**config.mk**
```make
export PLATFORM = sky130hd
export DESIGN_NAME = tpc_host_ctrl
export DESIGN_NICKNAME = d
export VERILOG_FILES = /design/src/tpc_host_ctrl.v
export VERILOG_INCLUDE_DIRS = /design/src
export SDC_FILE = /design/constraint.sdc
export NUM_CORES = 1
export LEC_CHECK = 0
export BUFFER_PORTS_ARGS = -buffer_cell sky130_fd_sc_hd__buf_2
export CORE_MARGIN = 10
export CORE_UTILIZATION = 30
export CTS_CLUSTER_DIAMETER = 50
export CTS_CLUSTER_SIZE = 12
export DETAILED_ROUTE_END_ITERATION = 8
export PLACE_DENSITY = 0.51
export SLEW_MARGIN = 20
export SYNTH_ARGS = -nofsm -noshare
export SYNTH_HDL_FRONTEND = slang
export SYNTH_SLANG_ARGS = --single-unit
```
**constraint.sdc**
```tcl
create_clock -name core_clk_i -period 3.1 [get_ports core_clk_i]
set_clock_uncertainty 0.05 [all_clocks]
set_input_delay 0.62 -clock core_clk_i [delete_from_list [all_inputs] [get_ports core_clk_i]]
set_output_delay 0.62 -clock core_clk_i [all_outputs]
set_load 0.01 [all_outputs]
```
**src/tpc_map.vh**
```
`ifndef TPC_MAP_VH
`define TPC_MAP_VH

// Host-side timing, in ns, at a 100 ns core clock
`define TPC_CLK_PERIOD_NS   100
`define TPC_HOLD_NS         100
`define TPC_BUS_SETTLE_NS   100
`define TPC_HOLD_CYC        ((`TPC_HOLD_NS + `TPC_CLK_PERIOD_NS - 1) / `TPC_CLK_PERIOD_NS)
`define TPC_SETTLE_CYC      ((`TPC_BUS_SETTLE_NS + `TPC_CLK_PERIOD_NS - 1) / `TPC_CLK_PERIOD_NS)

// Resolution select codes
`define TPC_RES_10          2'h0
`define TPC_RES_12          2'h1
`define TPC_RES_14          2'h2
`define TPC_RES_16          2'h3

// Counter bits to keep for each resolution
`define TPC_MASK_10         16'h03FF
`define TPC_MASK_12         16'h0FFF
`define TPC_MASK_14         16'h3FFF
`define TPC_MASK_16         16'hFFFF

// Step rate ceiling, Hz
`define TPC_MAX_STEP_HZ     1100000

`endif

```
**src/tpc_host_ctrl.v**
```verilog
`timescale 1ns/1ns
// Behaviour
// Direction changes before busy, data, carry
// Direction output may toggle asynchronously
// Clear input active low, idles high
// Load plus clear clears bits set
// Load alone presets counter from data
// Tri-state outputs before driving preset word
// Hold strobes and data 100 ns
// Release data, enable outputs, then read
// Steps only at one LSB error
// Count direction follows oscillator polarity
// Oscillator has 40 ns reset interval
// Keep step rate at most 1.1 MHz
// Steps per revolution by resolution
// Control-transformer use presets held angle
// One busy pulse per counter step
// Enable high tri-states data pins; the device model drives the inverted counter instead
// Carry edge on all-ones/zeros wrap
// Unused data lines read low
// Counter wraps modulo revolution count

`include "tpc_map.vh"

module tpc_host_ctrl #(
  parameter WIDTH = 16
) (
  input  wire             core_clk_i,
  input  wire             rst_b_i,
  input  wire             cmd_load_i,
  input  wire             cmd_clear_i,
  input  wire             cmd_read_i,
  input  wire [WIDTH-1:0] cmd_data_i,
  input  wire [1:0]       cmd_res_i,
  output wire             cmd_ready_o,
  output reg              rd_valid_o,
  output reg  [WIDTH-1:0] rd_data_o,
  input  wire [WIDTH-1:0] dev_data_i,
  output reg  [WIDTH-1:0] dev_data_o,
  output reg              dev_data_oe_o,
  output reg              dev_load_b_o,
  output reg              dev_clear_b_o,
  output reg              dev_enable_b_o
);

  // Sequencer states: a preset runs TRI to READ, a plain readback only ENABLE and READ
  localparam [2:0] ST_IDLE   = 3'h0;
  localparam [2:0] ST_TRI    = 3'h1;
  localparam [2:0] ST_STROBE = 3'h2;
  localparam [2:0] ST_HOLD   = 3'h3;
  localparam [2:0] ST_FREE   = 3'h4;
  localparam [2:0] ST_ENABLE = 3'h5;
  localparam [2:0] ST_READ   = 3'h6;

  // Whole-cycle waits, rounded up from the nanosecond figures, cut to the counter width
  localparam integer HOLD_CYC_INT   = `TPC_HOLD_CYC;
  localparam integer SETTLE_CYC_INT = `TPC_SETTLE_CYC;
  localparam [3:0]   HOLD_CYC       = HOLD_CYC_INT[3:0];
  localparam [3:0]   SETTLE_CYC     = SETTLE_CYC_INT[3:0];

  // Sequencer, wait counter and the request captured in idle
  reg [2:0]       state_reg;
  reg [2:0]       state_next;
  reg [3:0]       cnt_reg;
  reg [3:0]       cnt_next;
  reg             clr_reg;
  reg [1:0]       res_reg;
  reg [WIDTH-1:0] word_reg;

  // Keep only the bits the selected resolution uses
  function [WIDTH-1:0] res_mask;
    input [1:0] res;
    begin
      case (res)
        `TPC_RES_10: res_mask = `TPC_MASK_10;
        `TPC_RES_12: res_mask = `TPC_MASK_12;
        `TPC_RES_14: res_mask = `TPC_MASK_14;
        default:     res_mask = `TPC_MASK_16;
      endcase
    end
  endfunction

  // Wait counter helpers, shared by the three timed states
  function wait_over;
    input [3:0] cnt;
    begin
      wait_over = (cnt <= 4'h1);
    end
  endfunction

  function [3:0] count_down;
    input [3:0] cnt;
    begin
      count_down = cnt - 4'h1;
    end
  endfunction

  // Requests are taken only in idle; anything raised meanwhile is simply ignored
  assign cmd_ready_o = (state_reg == ST_IDLE);

  // Sequencer next state; all waits counted in whole cycles
  always @* begin
    state_next = state_reg;
    cnt_next   = cnt_reg;
    case (state_reg)
      // Clear wins over load: it needs the load strobe in any case
      ST_IDLE: begin
        if (cmd_load_i || cmd_clear_i) begin
          state_next = ST_TRI;
          cnt_next   = SETTLE_CYC;
        end else if (cmd_read_i) begin
          state_next = ST_ENABLE;
          cnt_next   = SETTLE_CYC;
        end
      end
      // Word settles on the pins before any strobe falls
      ST_TRI: begin
        if (wait_over(cnt_reg)) begin
          state_next = ST_STROBE;
        end else begin
          cnt_next = count_down(cnt_reg);
        end
      end
      ST_STROBE: begin
        state_next = ST_HOLD;
        cnt_next   = HOLD_CYC;
      end
      // Strobe stays low for STROBE plus HOLD, so never shorter than the hold time
      ST_HOLD: begin
        if (wait_over(cnt_reg)) begin
          state_next = ST_FREE;
        end else begin
          cnt_next = count_down(cnt_reg);
        end
      end
      // Data leaves the pins before the device outputs come back on
      ST_FREE: begin
        state_next = ST_ENABLE;
        cnt_next   = SETTLE_CYC;
      end
      // Device drives the pins; give its outputs time before sampling
      ST_ENABLE: begin
        if (wait_over(cnt_reg)) begin
          state_next = ST_READ;
        end else begin
          cnt_next = count_down(cnt_reg);
        end
      end
      // One cycle to hand the word over, then back to idle
      ST_READ: begin
        state_next = ST_IDLE;
      end
      default: begin
        state_next = ST_IDLE;
      end
    endcase
  end

  // State, captured command and pin registers
  always @(posedge core_clk_i) begin
    if (!rst_b_i) begin
      // Pins released: no strobe, host off the bus, device outputs tri-stated
      state_reg      <= ST_IDLE;
      cnt_reg        <= 4'h0;
      clr_reg        <= 1'b0;
      res_reg        <= `TPC_RES_16;
      word_reg       <= {WIDTH{1'b0}};
      rd_valid_o     <= 1'b0;
      rd_data_o      <= {WIDTH{1'b0}};
      dev_data_o     <= {WIDTH{1'b0}};
      dev_data_oe_o  <= 1'b0;
      dev_load_b_o   <= 1'b1;
      dev_clear_b_o  <= 1'b1;
      dev_enable_b_o <= 1'b1;
    end else begin
      state_reg  <= state_next;
      cnt_reg    <= cnt_next;
      rd_valid_o <= 1'b0;
      if (state_reg == ST_IDLE) begin
        res_reg <= cmd_res_i;
        if (cmd_load_i || cmd_clear_i) begin
          clr_reg  <= cmd_clear_i;
          // Preset word limited to the counter span
          word_reg <= cmd_data_i & res_mask(cmd_res_i);
        end
      end
      case (state_next)
        ST_TRI: begin
          dev_enable_b_o <= 1'b1;
          dev_data_oe_o  <= 1'b1;
          dev_data_o     <= word_reg;
        end
        // Clear only rides on the load strobe; on its own it would do nothing
        ST_STROBE: begin
          dev_load_b_o  <= 1'b0;
          dev_clear_b_o <= ~clr_reg;
        end
        ST_FREE: begin
          // Data withdrawn only after the hold, strobes with it
          dev_data_oe_o <= 1'b0;
          dev_load_b_o  <= 1'b1;
          dev_clear_b_o <= 1'b1;
        end
        ST_ENABLE: begin
          dev_enable_b_o <= 1'b0;
        end
        // Outputs back to tri-state as soon as the word is taken
        ST_READ: begin
          dev_enable_b_o <= 1'b1;
        end
        default: begin
        end
      endcase
      // Word goes out straight from the request, as word_reg is not yet loaded
      if (state_next == ST_TRI && state_reg == ST_IDLE) begin
        dev_data_o <= cmd_data_i & res_mask(cmd_res_i);
      end
      // Sample bus while enable is still low; high bits masked
      if (state_reg == ST_ENABLE && state_next == ST_READ) begin
        rd_valid_o <= 1'b1;
        rd_data_o  <= dev_data_i & res_mask(res_reg);
      end
    end
  end

endmodule // tpc_host_ctrl

```
# Yosys cells after proc, flatten, opt, wreduce, memory -nomap -nowiden
# Index checks and enable logic that the tools add are counted.
# classes
n_eq_ne,16
bitwise,4
add_sub_neg,1
magnitude_cmp,1
mux,26
reduce_logical,16
# op_table
operator,count
two-way mux 16 bit,9
one-hot mux 16 bit (3 select lines),2
bitwise AND 16 bit,3
one-hot mux 3 bit (6 select lines),1
"equality test 3 bit, second input constant",5
two-way mux 3 bit,5
two-way mux 4 bit,3
one-hot mux 4 bit (3 select lines),1
"equality test 3 x 2 -> 1 bit, second input constant",3
one-hot mux 1 bit (2 select lines),4
nonzero test 2 bit,4
"equality test 3 x 1 -> 1 bit, second input constant",2
"equality test 2 x 1 -> 1 bit, second input constant",2
"equality test 2 bit, second input constant",2
"less-or-equal comparator 4 x 1 -> 1 bit, second input constant",1
logical NOT 2 bit,2
OR reduction 2 bit,2
"subtractor 4 x 1 -> 4 bit, second input constant",1
logical NOT 3 bit,1
"inequality test 3 x 2 -> 1 bit, second input constant",1
AND reduction 3 bit,1
nonzero test 3 bit,1
OR reduction 3 bit,1
logical AND 1 bit,2
5 further kinds,5
# word_totals
ff_bits,63
word_cells,76

# Depth between registers and ports, before layout
# logic_depth
depth_word,9
mapped_depth,9
ltp_nobuf,7

# Worst setup path after synthesis
# Ideal clock, no wire load.
# synth_timing
kind,input-to-reg
start,in cmd_clear_i
end,reg rd_data_o[12]
setup_ps,117
path_slack_ps,803
stages,6
arrival_ps,2131
path_cell_list,or4b_1 > a2111o_1 > inv_2 > nor2_2 > buf_6 > a22o_1
# synth_between
elab_chain_cells,5
# synth_lines
item,line,source
"start, declared",tpc_host_ctrl.v:31,"input wire cmd_clear_i,"
logical OR 1 bit,tpc_host_ctrl.v:108,if (cmd_load_i || cmd_clear_i) begin
two-way mux 3 bit,tpc_host_ctrl.v:108,
one-hot mux 3 bit (6 select lines),tpc_host_ctrl.v:105,case (state_reg)
equality test 3 bit,tpc_host_ctrl.v:219,if (state_reg == ST_ENABLE && state_next == ST_READ) begin
logical AND 1 bit,tpc_host_ctrl.v:219,
"end signal, assigned",tpc_host_ctrl.v:169,rd_data_o <= {WIDTH{1'b0}};
"end signal, assigned",tpc_host_ctrl.v:221,rd_data_o <= dev_data_i & res_mask(res_reg);
"end, declared",tpc_host_ctrl.v:37,"output reg [WIDTH-1:0] rd_data_o,"
# No other way between the ends.
# A chain may end at the register's enable or synchronous reset.

# Final worst setup path
# layout_timing
start,reg state_reg[1]
end,out cmd_ready_o
# layout_between
elab_chain_cells,1
# layout_lines
item,line,source
"start, declared",tpc_host_ctrl.v:62,reg [2:0] state_reg;
"start signal, assigned",tpc_host_ctrl.v:176,state_reg <= state_next;
logical NOT 3 bit,tpc_host_ctrl.v:99,assign cmd_ready_o = (state_reg == ST_IDLE);
"end, declared",tpc_host_ctrl.v:35,"output wire cmd_ready_o,"
# No other way between the ends.

==> results.toml <==
[outcome]
outcome = "complete, no violations"

[yosys]
synth_cell_types = 40
syn_area_per_cell_um2 = 8.565
synthDominantCellAreaShare = 0.5060
netlist_area_um2 = 2492
synth_xor_area_frac = 0.003514
synth-simple-area-share = 0.2159
synth-edff-count = 0
yosys.area.top_type = "dfxtp_1"
ys.flop_type = "dfxtp_1"
ys_async_sr_fraction = 0
yosysSeqAreaShare = 0.5060
synthAdderAreaFrac = 0.01004
syn_nets = 332
synth_area_leaders = "dfxtp_1 51%, nand2_1 8.7%, nor2_1 5.3%, a21oi_1 5.0%, a311oi_1 4.9%"
muxShareOfSynthArea = 0.004016
ys_warn_count = 0
yosys_register_bits = 63
synth-compound-area-share = 0.2164
synth_top_family_by_area = "compound AO/OA/AOI/OAI gates"
synth_cells = 291

[grt]
grt_max_degree = 38
grt_usage = 0.1149
grtUsageMet3 = 0.02597
grt_pass1_vias = 2256
met2_usage = 0.1824
met1_usage = 0.1428
antenna_found_initial = 0
grt.busiest_layer = "met2"
grt_pass1_wl_um = 11800
gr-total-overflow = 0

[pwr]
p_leak_uw = 0.001375
internal_power_uw = 1664
pwr-share-clk = 0.284
peakVddDrop_v = 0.0002489
power_density_nw_per_um2 = 801.9
p_seq_frac = 0.412
power_switching_uw = 881.9
p_sw_frac = 0.3463
pwr-share-comb = 0.304

[worst_setup_path]
crit_chain = "or3_1 -> inv_2 -> buf_2"
worstRegToRegCells = 8
end_kind = "primary output"
worstSetupPathType = "register to primary output"
r2r_setup_slack_ns = 0.94
crit_path_max_fanout = 9
r2r-start = "cnt_reg[0]"
worstPathRequired_ns = 2.43
critPathArrivalTime_ns = 1.71
slowest_delay_ns = 0.58
cp-start-kind = "register"
r2r-end = "dev_data_o[4]"
cpMaxStageDelayCell = "or3_1"

[cells_and_area]
utilization = 0.3904
syn_to_final_growth_pct = 27.41
final_layout_size_suffix_gt1_frac = 0.2818
multi_input_area_um2 = 1130
fill_cells = 852
seq_area_um2 = 1261
antenna_cells = 0
finalNetCount = 406

[route]
routed_wl_um = 7095
drc = 0
dr.pass1.iters = 4
vias = 2322
antenna_left = 0
wl_per_cell_um = 14.97
viasPerCell = 4.899
drt_iter0_drc = 95

[min_path]
hp-class = "register to register"
whs_endpoint = "word_reg[2]"
worstHoldStart = "word_reg[2]"
whs_path_depth = 2

[timing]
fin_crit_ns = 2.384
whs_ns = 0.4033
slew-limit-headroom = 0.6244
finalHoldViolCount = 0
post-route-period-util = 0.7689
tightest_slew_ns = 0.5628
finalSetupTns_ns = 0
setup_viol = 0
timing.fmax_ghz = 0.4195
drv_slew = 0
rsz0062_at_grt = "false"

[floorplan]
die-area_um2 = 12350
ios = 77
core_area_um2 = 8134
fp.dieH_um = 111.2
rows = 33
die_x_um = 111.2
floorplan.initialDensity = 0.3064

[clock_network]
post_cts_resized = 0
htree_levels = 3
cts_tree = "built"
cts_root_buf = "clkbuf_8"
insertion_delay_ns = 0.34
path_clk_slew_ns = 0.07
cts_hold_buf = 0
numCtsBuffers = 9
post_cts_buffers = 0
cts_buffer_depth = 2
clock-sinks = 63

[placement]
gp_routability_congestion = 0.7419
hpwl_um = 5025
portBuffers = 76

[job]
maxCapViolCount = 0
==> kinds of logic after synthesis <==
kind of cell,count (synthesis)
simple gates,122
compound gates,76
flops,63
buf+inv,26
fa+ha+maj,2
xor+xnor,1
mux,1
==> cell type report <==
| class | count | share of cell area |
|---|---|---|
| clock buffers | 12 | 0.04886 |
| flip-flops and latches | 63 | 0.3972 |
| inverters | 6 | 0.007092 |
| repair buffers | 83 | 0.1363 |
| clock inverters | 3 | 0.01340 |
| multi-input cells | 202 | 0.3558 |
| well taps | 105 | 0.04137 |
==> how the worst max path moves through the flow <==
stage	slack, ns	depth (start not counted)	start	end
finish	0.72	3	state_reg[1]	cmd_ready_o
global route	0.61	3	state_reg[1]	cmd_ready_o
global placement	0.63	6	cmd_clear_i	rd_data_o[9]
CTS	0.69	3	state_reg[1]	cmd_ready_o
floorplan	0.80	6	cmd_clear_i	rd_data_o[12]
detailed placement	0.61	6	cmd_clear_i	rd_data_o[5]
==> stage by stage <==
| stage | std cells | instance area (um2) | setup WS (ns) | power (uW) |
|---|---|---|---|---|
| final | 474 | 3176 | 0.7163 | 2546 |
| after global routing | 474 | 3176 | 0.6077 | 2739 |
| after CTS | 474 | 3176 | 0.6898 | 2591 |
| after detailed placement | 459 | 2978 | 0.6074 | 1855 |
| after global placement | 459 | 2978 | 0.6300 | 1844 |
| after floorplan | 291 | 2492 | 0.8027 | 1565 |
==> cell usage after synthesis, drive strengths merged (4+ instances only) <==
cell type,instances
buf,5
dfxtp,63
a22o,12
nand4,5
clkbuf,15
o21ai,9
nor2,37
a21oi,25
a311oi,14
inv,6
nand3,6
a211oi,4
nand2,58
==> layout by cell type (no fill, tap or decap), types with 3 or more instances in the layout <==
cell and count:
a21o_1 3, nor2b_1 3, a211oi_1 4, inv_1 3, buf_2 76, a311oi_1 14, clkbuf_8 11, nand3_1 6
nand2_1 58, dfxtp_1 63, a21oi_1 25, nor2_1 35, o21ai_0 6, inv_2 3, buf_4 7, a22o_1 12
o21ai_1 3, nand4_1 5
==> critical path: cells and delay by family (launching register included) <==
kind | cells | cell delay, ns
buffers and inverters | 2 | 0.40
flip-flops | 1 | 0.40
AND/OR/NAND/NOR | 1 | 0.58
==> power groups by stage <==
| stage | combinational (uW) | sequential (uW) | clock (uW) |
|---|---|---|---|
| floorplan | 478 | 1090 | 0 |
| CTS | 790 | 1050 | 750 |
| detailed placement | 787 | 1070 | 0 |
| global placement | 778 | 1070 | 0 |
| global route | 876 | 1070 | 789 |
| finish | 775 | 1050 | 722 |
==> per-layer routing <==
layer	wire length, um	share of wire
met3	320	0.045
met5	0	0
met4	128	0.018
met2	3402	0.48
met1	3243	0.46
Power figures use the tool's default switching activity.
